<file path="config.mk">
export PLATFORM = sky130hd
export DESIGN_NAME = cspc_top
export DESIGN_NICKNAME = d
export VERILOG_FILES = /design/src/rtl/cspc_pkg.sv /design/src/rtl/cspc_top.sv
export SDC_FILE = /design/constraint.sdc
export NUM_CORES = 1
export LEC_CHECK = 0
export ABC_AREA = 1
export BUFFER_PORTS_ARGS = -buffer_cell sky130_fd_sc_hd__buf_2
export CORE_ASPECT_RATIO = 0.75
export CORE_MARGIN = 10
export CORE_UTILIZATION = 55
export CTS_CLUSTER_SIZE = 24
export DETAILED_ROUTE_END_ITERATION = 8
export PLACE_DENSITY = 0.85
export SLEW_MARGIN = 25
export SYNTH_ARGS = -nofsm -noshare
export SYNTH_HDL_FRONTEND = slang
export SYNTH_SLANG_ARGS = --single-unit
export TNS_END_PERCENT = 30
</file>
<file path="constraint.sdc">
create_clock -name clk_sys_in -period 4.24 [get_ports clk_sys_in]
set_clock_uncertainty 0.2 [all_clocks]
set_input_delay 0.636 -clock clk_sys_in [delete_from_list [all_inputs] [get_ports clk_sys_in]]
set_output_delay 0.636 -clock clk_sys_in [all_outputs]
set_load 0.03 [all_outputs]
</file>
<file path="src/rtl/cspc_pkg.sv">
// Purpose: constants for the clock source and prescaler control block
// Assumes: classic wishbone, 32-bit data, byte addresses
// Notes: How it works list follows
// How it works
// - fast internal oscillator runs 48 MHz when select is 0, 72 MHz when 1.
// - failure detector runs only when enabled and external oscillator ready.
// - bypass bit is writable only while external oscillator is off.
// - external ready flag follows stable external clock, else reads 0.
// - stop or standby entry clears the external oscillator enable.
// - clearing external enable is ignored while it feeds the core clock.
// - trim reads factory value; written trim applies only with source 0x1F.
// - trim source is write-only, reads 0; 1F picks software trim.
// - internal ready follows oscillator; falls six cycles after disable.
// - internal enable resets 1; forced 1 on wake and on failure while external feeds core.
// - clearing internal enable ignored while it feeds or is chosen as core.
// - configuration accesses get one or two waits during a source switch.
// - clock output select picks none, slow, core, fast/4 or external.
// - fast peripheral divider: 0xx undivided, 100..111 divide 2..16.
// - slow peripheral divider uses the same encoding.
// - main bus divider: 0xxx undivided, then 2,4,8,16,64,128,256,512.
// - switch status reports the active core clock source.
// - source select forced to internal on wake or on failure while external feeds core.
// - writing 1 to a clear bit clears its flag; clear bits read 0.
// - enable bits 11, 10, 8 gate the three ready interrupts.
// - failure flag set on detected failure, held until cleared.
// - external ready interrupt flag set on stable edge when enabled.
// - internal ready interrupt flag set on stable edge when enabled.
// - slow ready interrupt flag set on stable edge when enabled.
// - failure while external feeds core switches core to internal.
// - a requested source change takes effect only once the target is ready.
package cspc_pkg;
  localparam logic [7:0] ADDR_CTRL = 8'h00;
  localparam logic [7:0] ADDR_CFG = 8'h04;
  localparam logic [7:0] ADDR_IRQ = 8'h08;
  localparam int B_FREQ = 20;
  localparam int B_DET = 19;
  localparam int B_BYP = 18;
  localparam int B_XRDY = 17;
  localparam int B_XEN = 16;
  localparam int B_TRIM = 8;
  localparam int B_TSRC = 3;
  localparam int B_IRDY = 1;
  localparam int B_IEN = 0;
  localparam int B_MCO = 24;
  localparam int B_PFAST = 11;
  localparam int B_PSLOW = 8;
  localparam int B_MAIN = 4;
  localparam int B_SWS = 2;
  localparam int B_FCLR = 23;
  localparam int B_XCLR = 19;
  localparam int B_ICLR = 18;
  localparam int B_SCLR = 16;
  localparam int B_XIE = 11;
  localparam int B_IIE = 10;
  localparam int B_SIE = 8;
  localparam int B_FFLG = 7;
  localparam int B_XFLG = 3;
  localparam int B_IFLG = 2;
  localparam int B_SFLG = 0;
  localparam logic [7:0] TRIM_RST = 8'hFF;
  localparam logic [4:0] TSRC_SW = 5'h1F;
  localparam logic [2:0] IRDY_FALL_CYC = 3'h6;
  localparam logic [1:0] SWITCH_WAIT = 2'h2;
  typedef enum logic [1:0] {
    CSPC_SRC_DIV6 = 2'b00,
    CSPC_SRC_EXT = 2'b01,
    CSPC_SRC_INT = 2'b10,
    CSPC_SRC_SLOW = 2'b11
  } cspc_src_t;
  typedef enum logic [2:0] {
    CSPC_OUT_NONE = 3'b000,
    CSPC_OUT_SLOW = 3'b010,
    CSPC_OUT_CORE = 3'b100,
    CSPC_OUT_INT4 = 3'b101,
    CSPC_OUT_EXT = 3'b110
  } cspc_out_t;
endpackage

</file>
<file path="src/rtl/cspc_top.sv">
// Purpose: clock source, trim, failure detector and prescaler control
// Assumes: oscillator status pins are asynchronous to clk_sys_in
// Notes: divider outputs are ratio codes for the clock tree, not clocks
`timescale 1ns/100ps
module cspc_top
(
  input wire logic clk_sys_in,
  input wire logic rst_n_in,
  input wire logic [7:0] wb_adr_in,
  input wire logic [31:0] wb_dat_in,
  input wire logic [3:0] wb_sel_in,
  input wire logic wb_we_in,
  input wire logic wb_cyc_in,
  input wire logic wb_stb_in,
  output logic [31:0] wb_dat_out,
  output logic wb_ack_out,
  input wire logic [7:0] factory_trim_in,
  input wire logic ext_stable_in,
  input wire logic int_stable_in,
  input wire logic slow_stable_in,
  input wire logic ext_fail_in,
  input wire logic low_power_in,
  output logic ext_osc_enable_out,
  output logic ext_osc_bypass_out,
  output logic int_osc_enable_out,
  output logic fast_int_freq_select_out,
  output logic [7:0] int_osc_trim_out,
  output logic failure_detector_on_out,
  output logic [1:0] core_src_out,
  output logic [2:0] clock_output_select_out,
  output logic [9:0] main_div_out,
  output logic [4:0] fast_periph_div_out,
  output logic [4:0] slow_periph_div_out,
  output logic clk_irq_out,
  output logic failure_irq_out
);
  ////////////////////////////////////////////////////////////////////////
  // synchronisers
  logic [4:0] sync1_r;
  logic [4:0] sync2_r;
  logic [2:0] rdy_d_r;
  logic lp_d_r;
  always_ff @(posedge clk_sys_in)
  begin
    if (!rst_n_in)
    begin
      sync1_r <= 5'h00;
      sync2_r <= 5'h00;
    end
    else
    begin
      sync1_r <= {low_power_in, ext_fail_in, slow_stable_in,
                  int_stable_in, ext_stable_in};
      sync2_r <= sync1_r;
    end
  end
  logic ext_st;
  logic int_st;
  logic slow_st;
  logic fail_st;
  logic lp_st;
  assign ext_st = sync2_r[0];
  assign int_st = sync2_r[1];
  assign slow_st = sync2_r[2];
  assign fail_st = sync2_r[3];
  assign lp_st = sync2_r[4];

  ////////////////////////////////////////////////////////////////////////
  // registers
  logic xen_r;
  logic byp_r;
  logic det_r;
  logic freq_r;
  logic ien_r;
  logic [7:0] trim_r;
  logic soft_trim_r;
  logic xrdy_r;
  logic irdy_r;
  logic [2:0] ifall_r;
  logic [2:0] mco_r;
  logic [2:0] pfast_r;
  logic [2:0] pslow_r;
  logic [3:0] main_r;
  logic [1:0] sw_r;
  logic [1:0] sws_r;
  logic [1:0] wait_r;
  logic xie_r;
  logic iie_r;
  logic sie_r;
  logic fflg_r;
  logic xflg_r;
  logic iflg_r;
  logic sflg_r;
  logic failure;
  logic wake;
  logic wr_ctrl;
  logic wr_cfg;
  logic wr_irq;
  logic [31:0] wd;
  logic ext_core;
  logic int_core;
  logic [1:0] pend;

  function automatic logic [31:0] lane_mask(input logic [3:0] sel);
    lane_mask = {{8{sel[3]}}, {8{sel[2]}}, {8{sel[1]}}, {8{sel[0]}}};
  endfunction

  function automatic logic src_ready(input logic [1:0] s,
                                     input logic x, input logic i,
                                     input logic l);
    case (s)
      2'b01: src_ready = x;
      2'b11: src_ready = l;
      default: src_ready = i;
    endcase
  endfunction

  function automatic logic [4:0] pdiv(input logic [2:0] c);
    pdiv = c[2] ? 5'h02 << c[1:0] : 5'h01;
  endfunction

  function automatic logic [9:0] mdiv(input logic [3:0] c);
    case (c[3:2])
      2'b10: mdiv = 10'h002 << c[1:0];
      2'b11: mdiv = 10'h040 << c[1:0];
      default: mdiv = 10'h001;
    endcase
  endfunction

  assign wd = wb_dat_in & lane_mask(wb_sel_in);
  assign wr_ctrl = wb_cyc_in && wb_stb_in && wb_we_in && !wb_ack_out
                   && wb_adr_in == cspc_pkg::ADDR_CTRL;
  assign wr_cfg = wb_cyc_in && wb_stb_in && wb_we_in && !wb_ack_out
                  && wait_r == 2'h0 && wb_adr_in == cspc_pkg::ADDR_CFG;
  assign wr_irq = wb_cyc_in && wb_stb_in && wb_we_in && !wb_ack_out
                  && wb_adr_in == cspc_pkg::ADDR_IRQ;
  assign ext_core = sws_r == cspc_pkg::CSPC_SRC_EXT;
  assign int_core = sws_r == cspc_pkg::CSPC_SRC_DIV6 ||
                    sws_r == cspc_pkg::CSPC_SRC_INT;
  assign failure = fail_st && det_r && xrdy_r;
  assign wake = lp_d_r && !lp_st;
  assign pend = wr_cfg && wb_sel_in[0] ? wb_dat_in[1:0] : sw_r;

  // external oscillator control
  always_ff @(posedge clk_sys_in)
  begin
    if (!rst_n_in)
    begin
      xen_r <= 1'b0;
      byp_r <= 1'b0;
      det_r <= 1'b0;
      freq_r <= 1'b0;
    end
    else
    begin
      if (lp_st || (failure && ext_core))
        xen_r <= 1'b0;
      else if (wr_ctrl && wb_sel_in[2])
        xen_r <= wd[cspc_pkg::B_XEN] | (xen_r & ext_core);
      if (wr_ctrl && wb_sel_in[2] && !xen_r)
        byp_r <= wd[cspc_pkg::B_BYP];
      if (wr_ctrl && wb_sel_in[2])
      begin
        det_r <= wd[cspc_pkg::B_DET];
        freq_r <= wd[cspc_pkg::B_FREQ];
      end
    end
  end

  // internal oscillator control and trim
  always_ff @(posedge clk_sys_in)
  begin
    if (!rst_n_in)
    begin
      ien_r <= 1'b1;
      trim_r <= cspc_pkg::TRIM_RST;
      soft_trim_r <= 1'b0;
    end
    else
    begin
      if (wake || (failure && ext_core))
        ien_r <= 1'b1;
      else if (wr_ctrl && wb_sel_in[0])
        ien_r <= wd[cspc_pkg::B_IEN] | int_core |
                 (pend != cspc_pkg::CSPC_SRC_EXT &&
                  pend != cspc_pkg::CSPC_SRC_SLOW);
      if (wr_ctrl && wb_sel_in[0])
        soft_trim_r <= wd[7:3] == cspc_pkg::TSRC_SW;
      if (wr_ctrl && wb_sel_in[1] && wb_sel_in[0] &&
          wd[7:3] == cspc_pkg::TSRC_SW)
        trim_r <= wd[15:8];
    end
  end

  // ready flags
  always_ff @(posedge clk_sys_in)
  begin
    if (!rst_n_in)
    begin
      xrdy_r <= 1'b0;
      irdy_r <= 1'b0;
      ifall_r <= 3'h0;
      rdy_d_r <= 3'h0;
      lp_d_r <= 1'b0;
    end
    else
    begin
      xrdy_r <= xen_r && ext_st;
      rdy_d_r <= {slow_st, irdy_r, xrdy_r};
      lp_d_r <= lp_st;
      if (ien_r)
      begin
        ifall_r <= 3'h0;
        irdy_r <= int_st;
      end
      else if (irdy_r)
      begin
        if (ifall_r == cspc_pkg::IRDY_FALL_CYC - 3'h1)
          irdy_r <= 1'b0;
        ifall_r <= ifall_r + 3'h1;
      end
    end
  end

  // configuration register and source switch
  always_ff @(posedge clk_sys_in)
  begin
    if (!rst_n_in)
    begin
      mco_r <= 3'h0;
      pfast_r <= 3'h0;
      pslow_r <= 3'h0;
      main_r <= 4'h0;
      sw_r <= 2'h0;
      sws_r <= 2'h0;
      wait_r <= 2'h0;
    end
    else
    begin
      if (wr_cfg && wb_sel_in[3])
        mco_r <= wd[cspc_pkg::B_MCO +: 3];
      if (wr_cfg && wb_sel_in[1])
      begin
        pfast_r <= wd[cspc_pkg::B_PFAST +: 3];
        pslow_r <= wd[cspc_pkg::B_PSLOW +: 3];
      end
      if (wr_cfg && wb_sel_in[0])
        main_r <= wd[cspc_pkg::B_MAIN +: 4];
      if (wake || (failure && ext_core))
        sw_r <= cspc_pkg::CSPC_SRC_INT;
      else if (wr_cfg && wb_sel_in[0])
        sw_r <= wd[1:0];
      if (wait_r != 2'h0)
        wait_r <= wait_r - 2'h1;
      if ((failure && ext_core) || wake)
      begin
        sws_r <= cspc_pkg::CSPC_SRC_INT;
        wait_r <= cspc_pkg::SWITCH_WAIT;
      end
      else if (sw_r != sws_r &&
               src_ready(sw_r, xrdy_r, irdy_r, slow_st))
      begin
        sws_r <= sw_r;
        wait_r <= cspc_pkg::SWITCH_WAIT;
      end
    end
  end

  // interrupt register
  always_ff @(posedge clk_sys_in)
  begin
    if (!rst_n_in)
    begin
      xie_r <= 1'b0;
      iie_r <= 1'b0;
      sie_r <= 1'b0;
      fflg_r <= 1'b0;
      xflg_r <= 1'b0;
      iflg_r <= 1'b0;
      sflg_r <= 1'b0;
    end
    else
    begin
      if (wr_irq && wb_sel_in[1])
      begin
        xie_r <= wd[cspc_pkg::B_XIE];
        iie_r <= wd[cspc_pkg::B_IIE];
        sie_r <= wd[cspc_pkg::B_SIE];
      end
      if (failure)
        fflg_r <= 1'b1;
      else if (wr_irq && wd[cspc_pkg::B_FCLR])
        fflg_r <= 1'b0;
      if (xie_r && xrdy_r && !rdy_d_r[0])
        xflg_r <= 1'b1;
      else if (wr_irq && wd[cspc_pkg::B_XCLR])
        xflg_r <= 1'b0;
      if (iie_r && irdy_r && !rdy_d_r[1])
        iflg_r <= 1'b1;
      else if (wr_irq && wd[cspc_pkg::B_ICLR])
        iflg_r <= 1'b0;
      if (sie_r && slow_st && !rdy_d_r[2])
        sflg_r <= 1'b1;
      else if (wr_irq && wd[cspc_pkg::B_SCLR])
        sflg_r <= 1'b0;
    end
  end

  ////////////////////////////////////////////////////////////////////////
  // bus slave and outputs
  logic [31:0] rd;
  always_comb
  begin
    rd = 32'h0000_0000;
    case (wb_adr_in)
      cspc_pkg::ADDR_CTRL:
        rd = {11'h000, freq_r, det_r, byp_r, xrdy_r, xen_r,
              factory_trim_in, 5'h00, 1'b0, irdy_r, ien_r};
      cspc_pkg::ADDR_CFG:
        rd = {5'h00, mco_r, 10'h000, pfast_r, pslow_r, main_r,
              sws_r, sw_r};
      cspc_pkg::ADDR_IRQ:
        rd = {20'h00000, xie_r, iie_r, 1'b0, sie_r, fflg_r, 3'h0,
              xflg_r, iflg_r, 1'b0, sflg_r};
      default: rd = 32'h0000_0000;
    endcase
  end

  always_ff @(posedge clk_sys_in)
  begin
    if (!rst_n_in)
    begin
      wb_ack_out <= 1'b0;
      wb_dat_out <= 32'h0000_0000;
    end
    else
    begin
      wb_ack_out <= wb_cyc_in && wb_stb_in && !wb_ack_out &&
                    !(wb_adr_in == cspc_pkg::ADDR_CFG &&
                      wait_r != 2'h0);
      wb_dat_out <= rd;
    end
  end

  always_ff @(posedge clk_sys_in)
  begin
    if (!rst_n_in)
    begin
      ext_osc_enable_out <= 1'b0;
      ext_osc_bypass_out <= 1'b0;
      int_osc_enable_out <= 1'b1;
      fast_int_freq_select_out <= 1'b0;
      int_osc_trim_out <= cspc_pkg::TRIM_RST;
      failure_detector_on_out <= 1'b0;
      core_src_out <= 2'h0;
      clock_output_select_out <= 3'h0;
      main_div_out <= 10'h001;
      fast_periph_div_out <= 5'h01;
      slow_periph_div_out <= 5'h01;
      clk_irq_out <= 1'b0;
      failure_irq_out <= 1'b0;
    end
    else
    begin
      ext_osc_enable_out <= xen_r;
      ext_osc_bypass_out <= byp_r;
      int_osc_enable_out <= ien_r;
      fast_int_freq_select_out <= freq_r;
      int_osc_trim_out <= soft_trim_r ? trim_r : factory_trim_in;
      failure_detector_on_out <= det_r && xrdy_r;
      core_src_out <= sws_r;
      clock_output_select_out <= (mco_r == 3'b011 || mco_r == 3'b111 ||
                                  mco_r[2:1] == 2'b00) ?
                                 cspc_pkg::CSPC_OUT_NONE : mco_r;
      main_div_out <= mdiv(main_r);
      fast_periph_div_out <= pdiv(pfast_r);
      slow_periph_div_out <= pdiv(pslow_r);
      clk_irq_out <= xflg_r || iflg_r || sflg_r;
      failure_irq_out <= fflg_r;
    end
  end

  ////////////////////////////////////////////////////////////////////////
  // checks
  ext_clear_a: assert property (@(posedge clk_sys_in) disable iff (!rst_n_in)
    ext_core && xen_r && !lp_st && !failure |=> xen_r)
    else $error("external enable dropped while feeding core");
  byp_lock_a: assert property (@(posedge clk_sys_in) disable iff (!rst_n_in)
    xen_r && $past(xen_r) |-> $stable(byp_r))
    else $error("bypass changed while oscillator on");
  irq_any_a: assert property (@(posedge clk_sys_in) disable iff (!rst_n_in)
    (xflg_r || iflg_r || sflg_r) |=> clk_irq_out)
    else $error("clock interrupt missing");
  fail_hold_a: assert property (@(posedge clk_sys_in) disable iff (!rst_n_in)
    fflg_r && !(wr_irq && wd[cspc_pkg::B_FCLR]) |=> fflg_r)
    else $error("failure flag lost");
  src_switch_a: assert property (@(posedge clk_sys_in)
    disable iff (!rst_n_in)
    sws_r != $past(sws_r) && !$past(wake) && !$past(failure) |->
    $past(src_ready(sw_r, xrdy_r, irdy_r, slow_st)))
    else $error("switched to unready source");
  irdy_fall_a: assert property (@(posedge clk_sys_in) disable iff (!rst_n_in)
    !ien_r && irdy_r && ifall_r == 3'h0 ##1 !ien_r[*5] |=> !irdy_r)
    else $error("internal ready did not fall in six cycles");
  cfg_wait_a: assert property (@(posedge clk_sys_in) disable iff (!rst_n_in)
    wait_r != 2'h0 && wb_adr_in == cspc_pkg::ADDR_CFG |=> !wb_ack_out)
    else $error("configuration acked during switch");
  wake_force_a: assert property (@(posedge clk_sys_in) disable iff (!rst_n_in)
    wake |=> ien_r && sw_r == cspc_pkg::CSPC_SRC_INT)
    else $error("wake did not force internal source");
  stop_clear_a: assert property (@(posedge clk_sys_in) disable iff (!rst_n_in)
    lp_st |=> !xen_r)
    else $error("external enable kept in low power");
endmodule // cspc_top

</file>
### Yosys cells after proc, flatten, opt, wreduce, memory -nomap -nowiden

Cells that the tools add are included.

| word-level totals | value |
|---|---|
| register bits | 132 |
| bits of input ports | 62 |
| output and inout port bits | 73 |
| word-level logic and storage cells | 169 |

| operators by class | value |
|---|---|
| $add $sub $neg | 2 |
| eq/ne operators | 15 |
| shift operators | 4 |
| mux-type cells | 25 |
| bitwise operators | 6 |
| reductions and logical operators | 71 |

Operators by type and width:

| cell | count |
|---|---|
| 27-bit case mux with 3 select lines | 1 |
| 1-bit logical AND | 38 |
| 27-bit bitwise AND | 1 |
| 10-bit case mux with 2 select lines | 1 |
| 2-bit 2-to-1 mux | 8 |
| 2-bit nonzero test | 7 |
| 1-bit 2-to-1 mux | 13 |
| 2-bit by 2-bit << shifter with 10-bit output (first input constant) | 1 |
| 2-bit by 2-bit << shifter with 5-bit output (first input constant) | 2 |
| 7-bit by 2-bit << shifter with 10-bit output (first input constant) | 1 |
| 2-bit equality test (second input constant) | 4 |
| 8-bit by 3-bit equality test with 1-bit output (second input constant) | 1 |
| 8-bit by 4-bit equality test with 1-bit output (second input constant) | 1 |
| 8-bit zero test | 1 |
| 8-bit 2-to-1 mux | 1 |
| 2-bit OR reduction | 4 |
| 1-bit zero test | 7 |
| 1-bit logical OR | 7 |
| 3-bit equality test (second input constant) | 2 |
| 2-bit zero test | 3 |
| 5-bit equality test (second input constant) | 1 |
| 2-bit by 1-bit equality test with 1-bit output (second input constant) | 2 |
| 2-bit AND reduction | 2 |
| 3-bit by 1-bit adder with 3-bit output (second input constant) | 1 |
| 11 further kinds | 13 |

### Depth between registers and ports, before layout

| logic depth | value |
|---|---|
| word-level depth | 10 |
| mapped depth | 9 |
| mapped depth without buffers | 9 |

### Worst setup path after synthesis

OpenSTA, ideal clock, no wires.

| timing path | value |
|---|---|
| kind | input to register |
| start point | input port wb_adr_in[7] |
| end point | register trim_r[0] |
| setup time | 0.117 ns |
| arrival time | 1.488 ns |
| data required time | 3.923 ns |
| path slack | 2.435 ns |
| cell stages on the path | 8 |
| buffers on the path | 0 |
| cells stage by stage | nor2_2 > nand2_4 > nor2_8 > nand3_4 > nor2_4 > nand2_4 > nand2_1 > nand2_1 |

| between the ends | value |
|---|---|
| cells in the longest elaborated chain, start to end | 5 |

Ends and longest elaborated chain:

| what | RTL line | RTL |
|---|---|---|
| start, declared | cspc_top.sv:9 | `input wire logic [7:0] wb_adr_in,` |
| 8-bit zero test | cspc_top.sv:132 | `&& wb_adr_in == cspc_pkg::ADDR_CTRL;` |
| 1-bit logical AND | cspc_top.sv:132 |  |
| 1-bit logical AND (3 in a row) | cspc_top.sv:189 | `if (wr_ctrl && wb_sel_in[1] && wb_sel_in[0] &&` |
| end signal, assigned | cspc_top.sv:176 | `trim_r <= cspc_pkg::TRIM_RST;` |
| end signal, assigned | cspc_top.sv:191 | `trim_r <= wd[15:8];` |
| end, declared | cspc_top.sv:75 | `logic [7:0] trim_r;` |

Every way passes these cells.
A chain may end at the register's enable or synchronous reset.

### Worst setup path in the final report

| timing path | value |
|---|---|
| start point | register wb_ack_out |
| end point | output port wb_ack_out |

RTL lines:

| what | RTL line | RTL |
|---|---|---|
| start, declared | cspc_top.sv:16 | `output logic wb_ack_out,` |
| start signal, assigned | cspc_top.sv:338 | `wb_ack_out <= wb_cyc_in && wb_stb_in && !wb_ack_out &&` |

No word-level cell between the ends.

==> flow_metrics.tcl <==
set metrics [dict create \
    crit_slowest_cell "dfxtp_1" \
    finalSetupViolCount 0 \
    std_cell_rows 28 \
    crit_family "flip-flops" \
    diodes 0 \
    syn_to_final_growth_pct 25.9 \
    die_y_um 98.1 \
    cp-start-kind "flip-flop" \
    layout.cells.non_filler 782 \
    drtIter0Drc 517 \
    hp-class "input pin to flip-flop" \
    fmax_ghz 0.504 \
    required_ps 3400 \
    holdWs_ps 88.4 \
    dp_cells 750 \
    wirelength_met1_um 4790 \
    nets 728 \
    antenna_found_initial 0 \
    max_stage_delay_ps 400 \
    drive_gt1_share_pct 25.7 \
    crit_arrival_ps 1150 \
    die_area_mm2 0.0122 \
    cts_tree "done" \
    status "finished clean" \
    hp-start "ext_stable_in" \
    vias 3986 \
    overflow 0 \
    critPathKind "flip-flop to output port" \
    rsz0062_at_grt "no" \
    grt.total_usage_pct 19.0 \
    grt_max_degree 43 \
    root_buffer "clkbuf_8" \
    drt_pass1_iterations 5 \
    grt_pass1_wl_um 18600 \
    met3_length_um 1370 \
    layout_common_cells "nand2_1 (132), dfxtp_1 (123), buf_2 (116), inv_1 (68), nor2_1 (41)" \
    rr_startpoint "wait_r[1]" \
    wl_per_cell_um 15.2 \
    io_buffer_count 116 \
    start_util_pct 56.5 \
    gp_congestion 0.907 \
    cts_sinks 123 \
    post-cts-setup-buffer-count 0 \
    slew_violations 0 \
    ys_types 34 \
    max-slew-margin-rel_pct 33.2 \
    cts_made_buffers 17 \
    antenna_left 0 \
    startpoint "wb_ack_out" \
    via_per_inst 5.10 \
    syn_area_per_cell_um2 8.19 \
    core_mm2 0.00792 \
    drc 0 \
    cts_max_level 4 \
    crit_buf_inv 1 \
    io_pins 135 \
    synth_top_area_share_pct 55.1 \
    tightestPinTransition_ps 1000 \
    synth_area_leader_cell "dfxtp_1" \
    worst_setup_path_end_kind "output port" \
    cts_resized 0 \
    ys.warnings.count 0 \
    fin_crit_ps 1990 \
    layout_commonest_cell "nand2_1" \
    fin_crit_sh_pct 46.8 \
    wl_met2_um 5570 \
    grt_pass1_vias 3847 \
    crit_chain "buf_2" \
    p_per_area_mw_per_mm2 467 \
    drt_wl_total_um 11900 \
    worst-path-max-fanout 3 \
    yosys-top-cells-area "dfxtp_1 (55%), nand2_1 (11%), inv_1 (5.7%), nor2_1 (3.4%), a21oi_1 (3.4%)" \
    cts_hold_buffers 0 \
    leakage_uw 0.00273 \
    syn_area_mm2 0.00447 \
    fp.dieW_um 124 \
    hold_viol_final 0 \
    ys_seq_area_share_pct 55.1 \
    maxCapViolations 0 \
    tns_ps 0 \
    clk_pin_slew_ps 60 \
    dp_hpwl_um 8420 \
    cts_buffer_depth 2 \
    highest_layer "met4" \
    insertion_delay_ps 520 \
    synth-seq-cells 123 \
    syn_inst 546 \
    ir_worst_vdd_mv 0.274 \
]
-- routing by layer --
metal | track usage [%] | up-vias
met4 | 6.63 | 0
met3 | 6.90 | 20
met1 | 22.9 | 1808
met2 | 30.5 | 205
li1 | - | 1953
met5 | 0 | -
-- final cells by class --
cell class | count | area, µm²
fillers | 630 | 2290
repair buffers | 118 | 596
inverters | 70 | 263
well taps | 105 | 131
clock buffers | 17 | 414
flip-flops and latches | 123 | 2460
multi-input cells | 334 | 1620
clock inverters | 15 | 141
-- synth_stat cells, drive strengths merged --
| cell | instances |
|---|---|
| a211oi | 3 |
| conb | 1 |
| ha | 2 |
| nor3b | 1 |
| nor2 | 49 |
| buf | 22 |
| or2 | 1 |
| a21oi | 36 |
| nand3 | 30 |
| nor4 | 1 |
| nor3 | 24 |
| a32o | 1 |
| clkbuf | 5 |
| nand2 | 136 |
| xnor2 | 1 |
| dfxtp | 123 |
| a31oi | 2 |
| nand3b | 3 |
| nand4 | 11 |
| inv | 70 |
| o21ai | 24 |
-- stage by stage --
stage | util, % | power (µW) | worst slack [ps] | cell area, µm²
CTS | 71.0 | 2640 | 2140 | 5620
global placement | 64.0 | 1310 | 1730 | 5070
global route | 71.1 | 2710 | 2220 | 5630
floorplan | - | 1270 | 2440 | 4500
detailed placement | 64.0 | 1310 | 1630 | 5070
finish | 71.1 | 2630 | 2250 | 5630
-- state kept, by name, summed over array words and instances (netlist names), 2 cells and up --
signal	flops
sync1_r	5
sws_r	2
sw_r	2
pslow_r	3
rdy_d_r	3
slow_periph_div_out	5
main_r	4
wait_r	2
int_osc_trim_out	8
pfast_r	3
mco_r	3
clock_output_select_out	3
main_div_out	9
fast_periph_div_out	5
wb_dat_out	24
core_src_out	2
sync2_r	5
ifall_r	3
trim_r	8
-- path summary, 6_finish.rpt --
path              slack [ps]  cells past startpoint    endpoint
hold / removal            90                      3  sync1_r[0]
hold reg to reg          210                      2  sync2_r[3]
setup / recovery        2250                      1  wb_ack_out
setup reg to reg        2480                      7     sw_r[1]
-- report_power, final --
part	leakage (µW)	internal, µW	total (µW)	switching (µW)
registers	0.000997	1170	1180	6.68
logic	0.00148	35.8	114	78.6
clock network	0.000254	784	1340	552
total	0.00273	1990	2630	637
-- worst register-to-register path, delay by kind of cell, from the launching register on --
family | cells | cell delay (ps)
DFF | 1 | 320
and+or+nand+nor | 6 | 1120
buffers and inverters | 1 | 30
-- cells by family after synthesis --
kind of cell	synth area share [%]
compound gates	8.23
other cells	0.0839
buf+inv	9.46
fa+ha+maj	0.560
flops	55.1
xor+xnor	0.196
simple gates	26.4
No activity file was read; power rests on OpenSTA's default activity.
